## src/serial_pkg.sv

```systemverilog
// constants for the serial break/sync and synchronous host transmit block
// assumes a byte-wide register port with a 3-bit register index
package serial_pkg;

   localparam int ADDR_W = 3;
   localparam int CNT_W = 24;

   // register index on the plain register port
   localparam logic [2:0] OFF_BAUD_CONTROL = 3'h0;
   localparam logic [2:0] OFF_RX_STATUS_CONTROL = 3'h1;
   localparam logic [2:0] OFF_BAUD_DIVISOR_LOW = 3'h2;
   localparam logic [2:0] OFF_BAUD_DIVISOR_HIGH = 3'h3;
   localparam logic [2:0] OFF_TX_DATA_HOLDING = 3'h4;
   localparam logic [2:0] OFF_TX_STATUS_CONTROL = 3'h5;
   localparam logic [2:0] OFF_RX_DATA_OUT = 3'h6;
   localparam logic [2:0] OFF_IRQ_CONTROL = 3'h7;

   // baud_control fields
   localparam int BC_RX_IDLE = 6;
   localparam int BC_CLOCK_IDLE_POLARITY = 4;
   localparam int BC_BAUD_WIDE_COUNTER = 3;
   localparam int BC_WAKE_ON_EDGE_ARM = 1;
   localparam int BC_AUTOBAUD_ARM = 0;

   // rx_status_control fields
   localparam int RS_PORT_ENABLE = 7;
   localparam int RS_NINE_BIT_RX_SELECT = 6;
   localparam int RS_SINGLE_RECEIVE_ARM = 5;
   localparam int RS_CONTINUOUS_RECEIVE_ARM = 4;
   localparam int RS_ADDRESS_DETECT = 3;
   localparam int RS_FRAMING_ERROR_FLAG = 2;

   // tx_status_control fields
   localparam int TS_HOST_CLOCK_SOURCE = 7;
   localparam int TS_NINE_BIT_TX_SELECT = 6;
   localparam int TS_TRANSMIT_ENABLE = 5;
   localparam int TS_SYNC_MODE = 4;
   localparam int TS_SEND_BREAK_REQUEST = 3;
   localparam int TS_BAUD_HIGH_SPEED = 2;
   localparam int TS_SHIFTER_IDLE = 1;
   localparam int TS_TX_NINTH_BIT = 0;

   // irq_control fields
   localparam int IC_TX_HOLDING_EMPTY_FLAG = 0;
   localparam int IC_RX_CHAR_READY_FLAG = 1;
   localparam int IC_TX_IRQ_ENABLE = 4;
   localparam int IC_PERIPHERAL_IRQ_ENABLE = 6;
   localparam int IC_GLOBAL_IRQ_ENABLE = 7;

   // reset values
   localparam logic [7:0] BAUD_CONTROL_RST = 8'h00;
   localparam logic [7:0] RX_STATUS_CONTROL_RST = 8'h00;
   localparam logic [7:0] TX_STATUS_CONTROL_RST = 8'h00;
   localparam logic [7:0] IRQ_CONTROL_RST = 8'h00;
   localparam logic [7:0] DIVISOR_RST = 8'h00;

   // sys_clk cycles per divisor step
   localparam int PRESCALE_SLOW = 64;
   localparam int PRESCALE_MID = 16;
   localparam int PRESCALE_FAST = 4;

   // bits per shifted character, frame bits included
   localparam logic [3:0] BREAK_BITS = 4'he;
   localparam logic [3:0] ASYNC_BITS_8 = 4'ha;
   localparam logic [3:0] ASYNC_BITS_9 = 4'hb;
   localparam logic [3:0] SYNC_BITS_8 = 4'h8;
   localparam logic [3:0] SYNC_BITS_9 = 4'h9;
   localparam logic [13:0] BREAK_FRAME = 14'h2000;
   localparam logic [2:0] RX_LAST_BIT = 3'h7;

endpackage

```

## src/serial_break_sync_tx.sv

```systemverilog
// serial port transmitter with break/sync header, break detection and
// synchronous host transmit; async receiver only for break/wake detection.
// assumes a single-cycle register port and two-way pins resolved outside.
//
// Summary of operation
// - transmit_enable+break request: next write sends break
// - break request self-clears, then queued byte goes
// - holding-empty flag whenever holding register free
// - break seen: ready, framing error, data 00h
// - wake arm: edge sets char-ready flag, then next byte
// - sync mode half duplex on one line
// - sync mode shifts data bits only
// - sync host tx: sync, host, enable, no rx
// - host drives clock pin, driver auto-enabled
// - exactly one clock per data bit
// - polarity bit sets idle level, data edge
// - sync host tx enables data and clock drivers
// - new byte waits while shifter busy
// - empty shifter loads at once, shifts immediately
// - data changes on leading clock edge
// - shift register not software visible
// - ninth bit loaded before low byte
// - tx interrupt needs three enables set
// - break: start, twelve zeros, stop
// - wake arm clears on rising edge
module serial_break_sync_tx
   import serial_pkg::*;
(
   // clock and reset
   input wire logic sys_clk,
   input wire logic rst_b,
   // register port
   input wire logic [serial_pkg::ADDR_W-1:0] reg_addr,
   input wire logic [7:0] reg_wdata,
   input wire logic reg_wr,
   input wire logic reg_rd,
   output logic [7:0] reg_rdata,
   // data line pin
   input wire logic data_line_in,
   output logic data_line_out,
   output logic data_line_oe,
   // clock line pin, also async transmit output
   output logic clock_line_out,
   output logic clock_line_oe,
   // interrupt
   output logic tx_irq
);
   import serial_pkg::*;

   typedef enum logic [1:0] {RX_IDLE, RX_START, RX_DATA, RX_STOP} rx_state_e;

   // software registers
   logic [7:0] baud_control_ff, nxt_baud_control;
   logic [7:0] rx_status_control_ff, nxt_rx_status_control;
   logic [7:0] tx_status_control_ff, nxt_tx_status_control;
   logic [7:0] irq_control_ff, nxt_irq_control;
   logic [7:0] baud_divisor_low_ff, nxt_baud_divisor_low;
   logic [7:0] baud_divisor_high_ff, nxt_baud_divisor_high;
   logic [7:0] rdata_ff, nxt_rdata;
   // transmit path
   logic hold_full_ff, nxt_hold_full;
   logic [7:0] hold_data_ff, nxt_hold_data;
   logic hold_ninth_ff, nxt_hold_ninth;
   logic tx_busy_ff, nxt_tx_busy;
   logic tx_is_break_ff, nxt_tx_is_break;
   logic [13:0] tx_shift_reg_ff, nxt_tx_shift_reg;
   logic [3:0] tx_bits_left_ff, nxt_tx_bits_left;
   logic [CNT_W-1:0] tx_tmr_ff, nxt_tx_tmr;
   // pins
   logic data_out_ff, nxt_data_out;
   logic data_oe_ff, nxt_data_oe;
   logic clk_out_ff, nxt_clk_out;
   logic clk_oe_ff, nxt_clk_oe;
   // receive path
   logic din_meta_ff, din_ff, din_prev_ff;
   rx_state_e rx_state_ff, nxt_rx_state;
   logic [CNT_W-1:0] rx_tmr_ff, nxt_rx_tmr;
   logic [2:0] rx_cnt_ff, nxt_rx_cnt;
   logic [7:0] rx_shift_ff, nxt_rx_shift;
   logic [7:0] rx_data_out_ff, nxt_rx_data_out;
   logic framing_error_flag_ff, nxt_framing_error_flag;
   logic rx_char_ready_flag_ff, nxt_rx_char_ready_flag;

   // decoded fields
   logic port_enable, sync_mode, host_clock_source, transmit_enable;
   logic send_break_request, nine_bit_tx_select, clock_idle_polarity;
   logic single_receive_arm, continuous_receive_arm, wake_on_edge_arm;
   logic tx_holding_empty_flag, rx_armed, host_tx_mode, tx_allowed;
   logic wr_holding, rd_rx_data, break_done, din_fall, din_rise;
   logic [CNT_W-1:0] divisor, prescale, bit_cycles;

   assign port_enable = rx_status_control_ff[RS_PORT_ENABLE];
   assign single_receive_arm = rx_status_control_ff[RS_SINGLE_RECEIVE_ARM];
   assign continuous_receive_arm =
      rx_status_control_ff[RS_CONTINUOUS_RECEIVE_ARM];
   assign sync_mode = tx_status_control_ff[TS_SYNC_MODE];
   assign host_clock_source = tx_status_control_ff[TS_HOST_CLOCK_SOURCE];
   assign transmit_enable = tx_status_control_ff[TS_TRANSMIT_ENABLE];
   assign send_break_request = tx_status_control_ff[TS_SEND_BREAK_REQUEST];
   assign nine_bit_tx_select = tx_status_control_ff[TS_NINE_BIT_TX_SELECT];
   assign clock_idle_polarity = baud_control_ff[BC_CLOCK_IDLE_POLARITY];
   assign wake_on_edge_arm = baud_control_ff[BC_WAKE_ON_EDGE_ARM];

   assign rx_armed = single_receive_arm | continuous_receive_arm;
   assign host_tx_mode = sync_mode & host_clock_source & ~rx_armed;
   // client mode and sync receive are outside this block
   assign tx_allowed = port_enable & transmit_enable &
                       (~sync_mode | host_tx_mode);
   assign tx_holding_empty_flag = ~hold_full_ff;
   assign wr_holding = reg_wr & (reg_addr == OFF_TX_DATA_HOLDING);
   assign rd_rx_data = reg_rd & (reg_addr == OFF_RX_DATA_OUT);
   assign din_fall = din_prev_ff & ~din_ff;
   assign din_rise = ~din_prev_ff & din_ff;
   assign break_done = tx_busy_ff & tx_is_break_ff &
                       (tx_tmr_ff == '0) & (tx_bits_left_ff == 4'h1);

   // bit period: sync host always uses the fast prescale
   always_comb begin
      divisor = {8'h00, baud_divisor_high_ff, baud_divisor_low_ff};
      if (!baud_control_ff[BC_BAUD_WIDE_COUNTER]) begin
         divisor = {16'h0000, baud_divisor_low_ff};
      end
      if (sync_mode || (baud_control_ff[BC_BAUD_WIDE_COUNTER] &&
          tx_status_control_ff[TS_BAUD_HIGH_SPEED])) begin
         prescale = CNT_W'(PRESCALE_FAST);
      end else if (baud_control_ff[BC_BAUD_WIDE_COUNTER] ||
                   tx_status_control_ff[TS_BAUD_HIGH_SPEED]) begin
         prescale = CNT_W'(PRESCALE_MID);
      end else begin
         prescale = CNT_W'(PRESCALE_SLOW);
      end
      bit_cycles = CNT_W'(prescale * (divisor + 1'b1));
   end

   // register file
   always_comb begin
      nxt_baud_control = baud_control_ff;
      nxt_rx_status_control = rx_status_control_ff;
      nxt_tx_status_control = tx_status_control_ff;
      nxt_irq_control = irq_control_ff;
      nxt_baud_divisor_low = baud_divisor_low_ff;
      nxt_baud_divisor_high = baud_divisor_high_ff;
      nxt_rdata = 8'h00;
      // hardware clears first so a same-cycle software set wins
      if (break_done) begin
         nxt_tx_status_control[TS_SEND_BREAK_REQUEST] = 1'b0;
      end
      if (wake_on_edge_arm && din_rise) begin
         nxt_baud_control[BC_WAKE_ON_EDGE_ARM] = 1'b0;
      end
      if (reg_wr) begin
         unique case (reg_addr)
            OFF_BAUD_CONTROL: begin
               nxt_baud_control[BC_CLOCK_IDLE_POLARITY] =
                  reg_wdata[BC_CLOCK_IDLE_POLARITY];
               nxt_baud_control[BC_BAUD_WIDE_COUNTER] =
                  reg_wdata[BC_BAUD_WIDE_COUNTER];
               nxt_baud_control[BC_AUTOBAUD_ARM] =
                  reg_wdata[BC_AUTOBAUD_ARM];
               if (reg_wdata[BC_WAKE_ON_EDGE_ARM] || !din_rise) begin
                  nxt_baud_control[BC_WAKE_ON_EDGE_ARM] =
                     reg_wdata[BC_WAKE_ON_EDGE_ARM];
               end
            end
            OFF_RX_STATUS_CONTROL: begin
               nxt_rx_status_control = reg_wdata & 8'hf8;
            end
            OFF_TX_STATUS_CONTROL: begin
               nxt_tx_status_control = reg_wdata & 8'hfd;
            end
            OFF_IRQ_CONTROL: nxt_irq_control = reg_wdata & 8'hd0;
            OFF_BAUD_DIVISOR_LOW: nxt_baud_divisor_low = reg_wdata;
            OFF_BAUD_DIVISOR_HIGH: nxt_baud_divisor_high = reg_wdata;
            default: ;
         endcase
      end
      // the shift register has no address and never reads back
      if (reg_rd) begin
         unique case (reg_addr)
            OFF_BAUD_CONTROL: begin
               nxt_rdata = baud_control_ff;
               nxt_rdata[BC_RX_IDLE] = (rx_state_ff == RX_IDLE);
            end
            OFF_RX_STATUS_CONTROL: begin
               nxt_rdata = rx_status_control_ff;
               nxt_rdata[RS_FRAMING_ERROR_FLAG] = framing_error_flag_ff;
            end
            OFF_TX_STATUS_CONTROL: begin
               nxt_rdata = tx_status_control_ff;
               nxt_rdata[TS_SHIFTER_IDLE] = ~tx_busy_ff;
            end
            OFF_IRQ_CONTROL: begin
               nxt_rdata = irq_control_ff;
               nxt_rdata[IC_TX_HOLDING_EMPTY_FLAG] = tx_holding_empty_flag;
               nxt_rdata[IC_RX_CHAR_READY_FLAG] = rx_char_ready_flag_ff;
            end
            OFF_BAUD_DIVISOR_LOW: nxt_rdata = baud_divisor_low_ff;
            OFF_BAUD_DIVISOR_HIGH: nxt_rdata = baud_divisor_high_ff;
            OFF_RX_DATA_OUT: nxt_rdata = rx_data_out_ff;
            default: nxt_rdata = 8'h00;
         endcase
      end
   end

   // transmit holding register and shifter
   always_comb begin
      nxt_hold_full = hold_full_ff;
      nxt_hold_data = hold_data_ff;
      nxt_hold_ninth = hold_ninth_ff;
      nxt_tx_busy = tx_busy_ff;
      nxt_tx_is_break = tx_is_break_ff;
      nxt_tx_shift_reg = tx_shift_reg_ff;
      nxt_tx_bits_left = tx_bits_left_ff;
      nxt_tx_tmr = tx_tmr_ff;
      if (tx_busy_ff) begin
         if (tx_tmr_ff != '0) begin
            nxt_tx_tmr = tx_tmr_ff - 1'b1;
         end else if (tx_bits_left_ff == 4'h1) begin
            nxt_tx_busy = 1'b0;
            nxt_tx_is_break = 1'b0;
         end else begin
            nxt_tx_shift_reg = {1'b1, tx_shift_reg_ff[13:1]};
            nxt_tx_bits_left = tx_bits_left_ff - 1'b1;
            nxt_tx_tmr = bit_cycles - 1'b1;
         end
      end else if (hold_full_ff && tx_allowed) begin
         // empty shifter takes the byte at once
         nxt_hold_full = 1'b0;
         nxt_tx_busy = 1'b1;
         nxt_tx_tmr = bit_cycles - 1'b1;
         nxt_tx_is_break = 1'b0;
         if (sync_mode) begin
            nxt_tx_shift_reg = {5'h00, hold_ninth_ff, hold_data_ff};
            nxt_tx_bits_left = nine_bit_tx_select ?
                               SYNC_BITS_9 : SYNC_BITS_8;
         end else if (send_break_request) begin
            // written value is dropped, start, twelve zeros and a high stop bit go out
            nxt_tx_shift_reg = BREAK_FRAME;
            nxt_tx_bits_left = BREAK_BITS;
            nxt_tx_is_break = 1'b1;
         end else if (nine_bit_tx_select) begin
            nxt_tx_shift_reg = {3'h0, 1'b1, hold_ninth_ff,
                                hold_data_ff, 1'b0};
            nxt_tx_bits_left = ASYNC_BITS_9;
         end else begin
            nxt_tx_shift_reg = {4'h0, 1'b1, hold_data_ff, 1'b0};
            nxt_tx_bits_left = ASYNC_BITS_8;
         end
      end
      // a full holding register ignores further writes
      if (wr_holding && transmit_enable && !hold_full_ff) begin
         nxt_hold_full = 1'b1;
         nxt_hold_data = reg_wdata;
         nxt_hold_ninth = tx_status_control_ff[TS_TX_NINTH_BIT];
      end
      if (!transmit_enable || !port_enable) begin
         nxt_hold_full = 1'b0;
         nxt_tx_busy = 1'b0;
         nxt_tx_is_break = 1'b0;
      end
   end

   // pin drivers, all registered so shifting and clock share one lag
   always_comb begin
      nxt_clk_oe = port_enable & (sync_mode ?
                   host_clock_source & (transmit_enable | rx_armed) :
                   transmit_enable);
      nxt_data_oe = port_enable & transmit_enable & host_tx_mode;
      nxt_data_out = ~sync_mode | ~tx_busy_ff | tx_shift_reg_ff[0];
      if (sync_mode) begin
         // first half of each bit is away from idle: the leading edge
         // starts the bit, so data is stable at the trailing edge
         nxt_clk_out = clock_idle_polarity ^ (tx_busy_ff &
                       (tx_tmr_ff >= (bit_cycles >> 1)));
      end else begin
         nxt_clk_out = tx_busy_ff ? tx_shift_reg_ff[0] : 1'b1;
      end
   end

   // async receiver: break and wake detection
   always_comb begin
      nxt_rx_state = rx_state_ff;
      nxt_rx_tmr = rx_tmr_ff;
      nxt_rx_cnt = rx_cnt_ff;
      nxt_rx_shift = rx_shift_ff;
      nxt_rx_data_out = rx_data_out_ff;
      nxt_framing_error_flag = framing_error_flag_ff;
      nxt_rx_char_ready_flag = rx_char_ready_flag_ff & ~rd_rx_data;
      if (rx_tmr_ff != '0) begin
         nxt_rx_tmr = rx_tmr_ff - 1'b1;
      end
      unique case (rx_state_ff)
         RX_IDLE: begin
            if (wake_on_edge_arm) begin
               if (din_fall) begin
                  nxt_rx_char_ready_flag = 1'b1;
               end
            end else if (din_fall && port_enable && !sync_mode &&
                         continuous_receive_arm) begin
               nxt_rx_state = RX_START;
               nxt_rx_tmr = bit_cycles >> 1;
            end
         end
         RX_START: begin
            if (rx_tmr_ff == '0) begin
               nxt_rx_state = din_ff ? RX_IDLE : RX_DATA;
               nxt_rx_tmr = bit_cycles - 1'b1;
               nxt_rx_cnt = 3'h0;
            end
         end
         RX_DATA: begin
            if (rx_tmr_ff == '0) begin
               nxt_rx_shift = {din_ff, rx_shift_ff[7:1]};
               nxt_rx_cnt = rx_cnt_ff + 1'b1;
               nxt_rx_tmr = bit_cycles - 1'b1;
               if (rx_cnt_ff == RX_LAST_BIT) begin
                  nxt_rx_state = RX_STOP;
               end
            end
         end
         RX_STOP: begin
            if (rx_tmr_ff == '0) begin
               // a break lands here as 00h with a low stop bit
               nxt_rx_data_out = rx_shift_ff;
               nxt_framing_error_flag = ~din_ff;
               nxt_rx_char_ready_flag = 1'b1;
               nxt_rx_state = RX_IDLE;
            end
         end
      endcase
      if (!port_enable) begin
         nxt_rx_state = RX_IDLE;
      end
   end

   // sole interrupt path, gated by all three enables
   assign tx_irq = tx_holding_empty_flag &
                   irq_control_ff[IC_TX_IRQ_ENABLE] &
                   irq_control_ff[IC_PERIPHERAL_IRQ_ENABLE] &
                   irq_control_ff[IC_GLOBAL_IRQ_ENABLE];
   assign reg_rdata = rdata_ff;
   assign data_line_out = data_out_ff;
   assign data_line_oe = data_oe_ff;
   assign clock_line_out = clk_out_ff;
   assign clock_line_oe = clk_oe_ff;

   always_ff @(posedge sys_clk or negedge rst_b) begin
      if (!rst_b) begin
         baud_control_ff <= BAUD_CONTROL_RST;
         rx_status_control_ff <= RX_STATUS_CONTROL_RST;
         tx_status_control_ff <= TX_STATUS_CONTROL_RST;
         irq_control_ff <= IRQ_CONTROL_RST;
         baud_divisor_low_ff <= DIVISOR_RST;
         baud_divisor_high_ff <= DIVISOR_RST;
         rdata_ff <= 8'h00;
         hold_full_ff <= 1'b0;
         hold_data_ff <= 8'h00;
         hold_ninth_ff <= 1'b0;
         tx_busy_ff <= 1'b0;
         tx_is_break_ff <= 1'b0;
         tx_shift_reg_ff <= 14'h3fff;
         tx_bits_left_ff <= 4'h0;
         tx_tmr_ff <= '0;
         data_out_ff <= 1'b1;
         data_oe_ff <= 1'b0;
         clk_out_ff <= 1'b1;
         clk_oe_ff <= 1'b0;
         din_meta_ff <= 1'b1;
         din_ff <= 1'b1;
         din_prev_ff <= 1'b1;
         rx_state_ff <= RX_IDLE;
         rx_tmr_ff <= '0;
         rx_cnt_ff <= 3'h0;
         rx_shift_ff <= 8'h00;
         rx_data_out_ff <= 8'h00;
         framing_error_flag_ff <= 1'b0;
         rx_char_ready_flag_ff <= 1'b0;
      end else begin
         baud_control_ff <= nxt_baud_control;
         rx_status_control_ff <= nxt_rx_status_control;
         tx_status_control_ff <= nxt_tx_status_control;
         irq_control_ff <= nxt_irq_control;
         baud_divisor_low_ff <= nxt_baud_divisor_low;
         baud_divisor_high_ff <= nxt_baud_divisor_high;
         rdata_ff <= nxt_rdata;
         hold_full_ff <= nxt_hold_full;
         hold_data_ff <= nxt_hold_data;
         hold_ninth_ff <= nxt_hold_ninth;
         tx_busy_ff <= nxt_tx_busy;
         tx_is_break_ff <= nxt_tx_is_break;
         tx_shift_reg_ff <= nxt_tx_shift_reg;
         tx_bits_left_ff <= nxt_tx_bits_left;
         tx_tmr_ff <= nxt_tx_tmr;
         data_out_ff <= nxt_data_out;
         data_oe_ff <= nxt_data_oe;
         clk_out_ff <= nxt_clk_out;
         clk_oe_ff <= nxt_clk_oe;
         din_meta_ff <= data_line_in;
         din_ff <= din_meta_ff;
         din_prev_ff <= din_ff;
         rx_state_ff <= nxt_rx_state;
         rx_tmr_ff <= nxt_rx_tmr;
         rx_cnt_ff <= nxt_rx_cnt;
         rx_shift_ff <= nxt_rx_shift;
         rx_data_out_ff <= nxt_rx_data_out;
         framing_error_flag_ff <= nxt_framing_error_flag;
         rx_char_ready_flag_ff <= nxt_rx_char_ready_flag;
      end
   end

endmodule // serial_break_sync_tx

```

## config.mk

```make
export PLATFORM = sky130hd
export DESIGN_NAME = serial_break_sync_tx
export DESIGN_NICKNAME = d
export VERILOG_FILES = /design/src/serial_pkg.sv /design/src/serial_break_sync_tx.sv
export SDC_FILE = /design/constraint.sdc
export NUM_CORES = 1
export LEC_CHECK = 0
export BUFFER_PORTS_ARGS = -buffer_cell sky130_fd_sc_hd__buf_2
export CORE_MARGIN = 4
export CORE_UTILIZATION = 64
export CTS_CLUSTER_SIZE = 8
export DETAILED_ROUTE_END_ITERATION = 8
export PLACE_DENSITY = 0.81
export SLEW_MARGIN = 20
export SYNTH_ARGS = -nofsm -noshare
export SYNTH_HDL_FRONTEND = slang
export SYNTH_SLANG_ARGS = --single-unit
```

## constraint.sdc

```tcl
create_clock -name sys_clk -period 7.25 [get_ports sys_clk]
set_input_delay 0.725 -clock sys_clk [delete_from_list [all_inputs] [get_ports sys_clk]]
set_output_delay 0.725 -clock sys_clk [all_outputs]
set_load 0.01 [all_outputs]
```

==> metrics.cfg, run 1 <==
[yosys]
synth_cells = 1209
ys_top_cells_by_count = 132 x dfrtp_1, 131 x ha_1, 108 x nor2_1, 90 x nand2_1, 86 x o21ai_0
seq_area_frac_synth_pct = 33.77
ys_ff_latch = 151
yosysMostFrequentCell = dfrtp_1
avgSynthCellArea_um2 = 9.313
ys_types = 74
synthTopCellsByArea = dfrtp_1 29%, ha_1 15%, mux2_2 6.3%
ys_warn_count = 0
synth-edff-count = 0
async_reset_ff_share_pct = 100.0
synth_area_um2 = 11260
netlist.area_leader.share_pct = 29.34
ys.flop_type = dfrtp_1
synth_top_area_cell = dfrtp_1

[sta]
maxSlewHeadroom_pct = 30.55
tns_ns = 0
setup_viol = 0
min_period_ns = 6.863
post-route-period-util_pct = 94.66
hold_viol_final = 0
tightestPinTransition_ns = 1.038
slew_violations = 0
fmax_ghz = 0.1457
hold_ws_ns = 0.3248
fin_skew_ns = 0.01318

[global_route]
grt_usage_pct = 28.23
grt_max_degree = 79
antenna_found_initial = 1
grt_pass1_vias = 9264
grt_pass1_wl_mm = 45.25
grt-ovfl-total = 0

[finish]
area_delta_synth_final_pct = 9.801
layout.nets = 1396
nFillCells = 1246
drive_above_1_share_pct = 15.49
n_antenna_cell = 0
final_area_um2 = 12360
regArea_um2 = 3804
multi_input_area_um2 = 7124

[route]
vias_per_cell = 6.454
ant_nets = 0
num_vias = 9494
drc_errors = 0
drtPass1Iterations = 7
dr.first_iter.drc_count = 786
wl_mm = 28.03
wl_per_cell_um = 19.05

[placed_design]
routabilityCongestion = 0.9413
detailed_place_hpwl_mm = 20.12
place_area_um2 = 11630
numPortBuffers = 28

[die]
core_area_um2 = 17300
num_rows = 48
die_w_um = 140.6
num_io_pins = 29
dieArea_um2 = 19780
start_util_pct = 65.10
die_y_um = 140.6

[power]
powerDensity_nw_per_um2 = 310.6
power_mw = 3.840
leakagePower_nw = 5.694
max-vdd-ir-drop_mv = 0.2758

[worst_setup_path]
critPathMaxStageDelay_ns = 0.49
cpMostUsedCell = ha_1
crit_path_end_kind = flop
rrSetupSlack_ns = 0.39
slowest_stage = fa_1
reg2reg_from = baud_divisor_low_ff[4]
r2r-end = clock_line_out
critPathBufInv = 3
cp_data_arrival_time_ns = 7.21
cp-start-kind = flop
cpLargestDelayFamily = adder cells
cp_max_fo = 7
critical_path_class = flop to flop
required_ns = 7.60
worst-r2r-cell-count = 31

[status]
run_status = completed

[cts]
ctsHtreeMaxLevel = 4
numCtsBuffers = 17
clockRootBuffer = clkbuf_16
cts_buffer_depth = 2
cts_tree = yes
clkLatencyLatePin_ns = 0.44
clk_pin_slew_worst_paths_ns = 0.07
cts_sinks = 151
ctsHoldBuffers = 0

[flow_run]
max_cap_violations = 0

[min_path]
hold_class = primary input to asynchronous set/reset pin

==> final cells by class <==
type / count / area share [%]
multi-input cells: 951 / 57.63
flip-flops and latches: 151 / 30.77
clock buffers: 17 / 3.441
repair buffers: 47 / 2.318
well taps: 225 / 2.277
inverters: 65 / 1.973
clock inverters: 15 / 1.599
==> state kept, by name (all words and copies together) (netlist names), 2 cells and up <==
signal and cells:
tx_shift_reg_ff 14, reg_rdata 8, rx_status_control_ff 5, baud_control_ff 4
baud_divisor_high_ff 8, tx_tmr_ff 24, rx_state_ff 2, tx_status_control_ff 7
hold_data_ff 8, rx_cnt_ff 3, rx_tmr_ff 24, rx_data_out_ff 8
rx_shift_ff 8, tx_bits_left_ff 4, baud_divisor_low_ff 8, irq_control_ff 3
==> per-layer routing <==
| layer | vias up | wire, µm | track usage (%) |
|---|---|---|---|
| li1 | 4430 | - | - |
| met1 | 4630 | 11650 | 36.61 |
| met2 | 346 | 13730 | 47.30 |
| met3 | 88 | 1594 | 5.122 |
| met4 | 0 | 1047 | 10.86 |
| met5 | - | 0 | 0 |
==> worst register-to-register path, delay by kind of cell, from the launching register on <==
kind                       cells  cell delay [ns]
xor gates and xnor gates       1             0.17
and+or+nand+nor                7             1.16
buffers and inverters          3             0.20
muxes                          1             0.21
DFF                            1             0.39
AOI/OAI and AO/OA             10             1.76
adders and majority gates      9             2.89
==> cell families after synthesis <==
logic type	synth area share [%]
buffers and inverters	3.945
AOI/OAI and AO/OA	15.78
other	0.06670
xor gates and xnor gates	5.134
muxes	7.212
and+or+nand+nor	16.69
DFF	33.77
adders and majority gates	17.40
==> cells in the final DEF, fill, tap and decap left out, drive strengths merged, types with 5 or more instances in the layout <==
| cell | n |
|---|---|
| a211oi | 14 |
| a31oi | 11 |
| dfrtp | 132 |
| nor2b | 7 |
| nand3 | 37 |
| clkinv | 6 |
| ha | 131 |
| fa | 16 |
| or3 | 14 |
| a22oi | 17 |
| o211ai | 5 |
| nand4 | 13 |
| xnor2 | 41 |
| a21oi | 52 |
| o22ai | 7 |
| or2 | 10 |
| xor2 | 25 |
| clkbuf | 17 |
| buf | 47 |
| nor3b | 6 |
| inv | 73 |
| mux2i | 8 |
| nand2b | 9 |
| and2 | 11 |
| dfstp | 19 |
| and3 | 5 |
| nor3 | 37 |
| a221oi | 15 |
| conb | 8 |
| o21ai | 88 |
| o21a | 5 |
| nor4 | 15 |
| mux2 | 63 |
| nor2 | 108 |
| o221ai | 10 |
| or4 | 10 |
| a21o | 17 |
| nand2 | 90 |
==> timing repair <==
action | in CTS | in global routing
gates resized for setup | 0 | 16
setup buffers | 0 | 4
endpoints found under the hold margin | 0 | 0
endpoints found under the setup margin | 0 | 1
==> metrics by stage <==
stage               cells  utilization [%]  setup WS [ns]
floorplan            1215                -         0.5772
global placement     1435            67.19         0.3241
detailed placement   1435            67.22        0.08888
CTS                  1467            70.83        0.06944
global route         1471            71.48       -0.02394
finish               1471            71.48         0.3870
==> power breakdown <==
group	internal (mW)	leakage [nW]	switching, mW
registers	1.01	1.88	0.186
logic	0.706	3.51	1.01
clock network	0.501	0.305	0.424
==> worst max path at each step <==
stage                                      start        endpoint  cells past startpoint
after CTS                 baud_divisor_low_ff[3]  clock_line_out                     31
after floorplan           baud_divisor_low_ff[3]  clock_line_out                     33
after global placement    baud_divisor_low_ff[3]  clock_line_out                     33
after detailed placement  baud_divisor_low_ff[3]  clock_line_out                     30
final                     baud_divisor_low_ff[4]  clock_line_out                     31
after global routing      baud_divisor_low_ff[4]  clock_line_out                     29
Note: power is estimated with default switching activity, not from simulation.
==> run 2, diff against run 1 <==
CORE_UTILIZATION = 25   (was 64)
PLACE_DENSITY = default   (was 0.81)
==> run 2 against run 1 <==
Effect of this change:
- critical path depth stayed put
- non-clock buffer count is 3 higher
- largest power group unchanged
- combinational power hardly changed
- register-to-register slack better by 0.06 ns
- sequential share of layout area is 1.1 points lower
- clock skew is 0.0031 ns higher
- worst hold slack worse by 0.013 ns
- die area is 150% higher
- sequential cell count stayed put
- fmax is 0.88% higher
==> metrics.cfg, run 2 (synthesis results as in run 1) <==
[global_route]
grt_pass1_wl_mm = 47.20  ; +4.3%
grt_max_degree = 77  ; -2.5%
antenna_found_initial = 0  ; -1
grt-ovfl-total = 0  ; unchanged
grt_pass1_vias = 9020  ; -2.6%
grt_usage_pct = 11.90  ; -16 points

[status]
run_status = completed

[finish]
layout_commonest_cell = dfrtp_1
drive_above_1_share_pct = 15.77  ; +0.28 points
nFillCells = 4619  ; +270%
top_regs = rx_tmr_ff x24, tx_tmr_ff x24, tx_shift_reg_ff x14
area_delta_synth_final_pct = 14.00
n_antenna_cell = 0  ; unchanged
layout.nets = 1399  ; +0.21%
multi_input_area_um2 = 7118  ; about the same
layout_common_cells = 132 x dfrtp_1, 129 x ha_1, 107 x nor2_1, 90 x nand2_1, 85 x o21ai_0
regArea_um2 = 3802  ; about the same

[sta]
fmax_ghz = 0.1470  ; +0.88%
tightestPinTransition_ns = 1.085  ; +0.04712 ns
maxSlewHeadroom_pct = 27.66  ; -2.9 points
slew_violations = 0  ; unchanged
hold_viol_final = 0  ; unchanged
min_period_ns = 6.803  ; -0.05989 ns
post-route-period-util_pct = 93.84  ; -0.83 points
setup_viol = 0  ; unchanged
hold_ws_ns = 0.3122  ; -0.01265 ns
fin_skew_ns = 0.01627  ; +0.003096 ns

[die]
num_io_pins = 29  ; unchanged
core_area_um2 = 44410  ; +160%
die_w_um = 220.2  ; +57%
die_y_um = 220.2  ; +57%
num_rows = 77  ; +60%
start_util_pct = 25.35  ; -40 points
dieArea_um2 = 48500  ; +150%

[power]
power.switching_mw = 1.637  ; +1.1%
power_mw = 3.817  ; -0.58%
power_frac_seq_pct = 31.2  ; about the same
max-vdd-ir-drop_mv = 0.1402  ; -49%
intPower_mw = 2.180  ; -1.8%
powerDensity_nw_per_um2 = 297.4  ; -4.2%
leakagePower_nw = 5.710  ; +0.29%
clockPowerShare_pct = 23.9  ; -0.2 points
p_comb_share_pct = 44.9  ; +0.2 points
swShare_pct = 42.89  ; +0.69 points

[min_path]
hold_class = primary input to asynchronous set/reset pin

[placed_design]
routabilityCongestion = 0.8655  ; -8.1%
detailed_place_hpwl_mm = 21.33  ; +6.0%
numPortBuffers = 28  ; unchanged

[worst_setup_path]
required_ns = 7.60  ; about the same
cpMostUsedCell = ha_1
critical_path_class = flop to flop
crit_path_end_kind = flop
cp_data_arrival_time_ns = 7.15  ; -0.06 ns
cp-start-kind = flop
critPathBufInv = 4  ; +1
cp_max_fo = 6  ; -1
cpLargestDelayFamily = adder cells
slowest_stage = fa_1
critPathMaxStageDelay_ns = 0.50  ; about the same

[cts]
clockRootBuffer = clkbuf_16
numCtsBuffers = 17  ; unchanged
clk_pin_slew_worst_paths_ns = 0.08  ; about the same
ctsHtreeMaxLevel = 4  ; unchanged
cts_buffer_depth = 2  ; unchanged
cts_sinks = 151  ; unchanged
cts_tree = yes
clkLatencyLatePin_ns = 0.44  ; about the same

[route]
dr.first_iter.drc_count = 742  ; -5.6%
num_vias = 9268  ; -2.4%
wl_per_cell_um = 15.71  ; -18%
drtPass1Iterations = 6  ; -1
vias_per_cell = 5.034  ; -22%
drc_errors = 0  ; unchanged
wl_mm = 28.92  ; +3.2%
ant_nets = 0  ; unchanged

[flow_run]
max_cap_violations = 0  ; unchanged

[run 2: cell type report]
cell class                 instances  share of cell area, %
inverter                          65                  1.901
sequential                       151                  29.62
timing repair buffer              50                  2.564
tap                              592                  5.771
clock inverter                    15                  1.374
multi-input combinational        951                  55.45
clock buffer                      17                  3.314
[run 2: what timing repair did]
action	4_1_cts	5_1_grt
setup buffers	0	4
endpoints found under the setup margin	0	1
resized for setup	0	18
hold buffers	0	0
[run 2: final timing paths]
path                                             start        endpoint  slack, ns  cells after the start
worst max-delay path            baud_divisor_low_ff[5]  clock_line_out       0.45                     31
worst min-delay path                             rst_b  rx_shift_ff[7]       0.31                      1
worst max register to register  baud_divisor_low_ff[5]  clock_line_out       0.45                     31
worst min register to register             din_meta_ff          din_ff       0.36                      0
max in group asynchronous                        rst_b  clock_line_out       5.73                      3
min in group sys_clk                       din_meta_ff          din_ff       0.36                      0
[run 2: power groups by stage]
stage	logic, mW	clock network, mW	registers (mW)
final	1.72	0.911	1.19
after global routing	1.93	0.964	1.21
after CTS	1.68	0.928	1.19
after detailed placement	1.66	0	1.20
after global placement	1.64	0	1.19
after floorplan	1.25	0	1.14
[run 2: per-layer routing]
metal / vias up / global-route usage, % / wire length, µm
met2: 211 / 19.16 / 13500
met4: 0 / 2.617 / 369
li1: 4440 / - / -
met5: - / 0 / 0
met3: 27 / 1.854 / 1340
met1: 4590 / 16.90 / 13720
[run 2: per-stage QoR]
step,util (%),instances,setup TNS (ns),worst slack (ns),instance area (µm²)
global route,28.90,1841,-0.02816,-0.02816,12840
CTS,28.60,1836,0,0.1552,12700
finish,28.90,1841,0,0.4469,12840
floorplan,-,1215,0,0.5772,11280
detailed placement,27.25,1804,0,0.1835,12100
global placement,27.24,1804,0,0.3310,12100
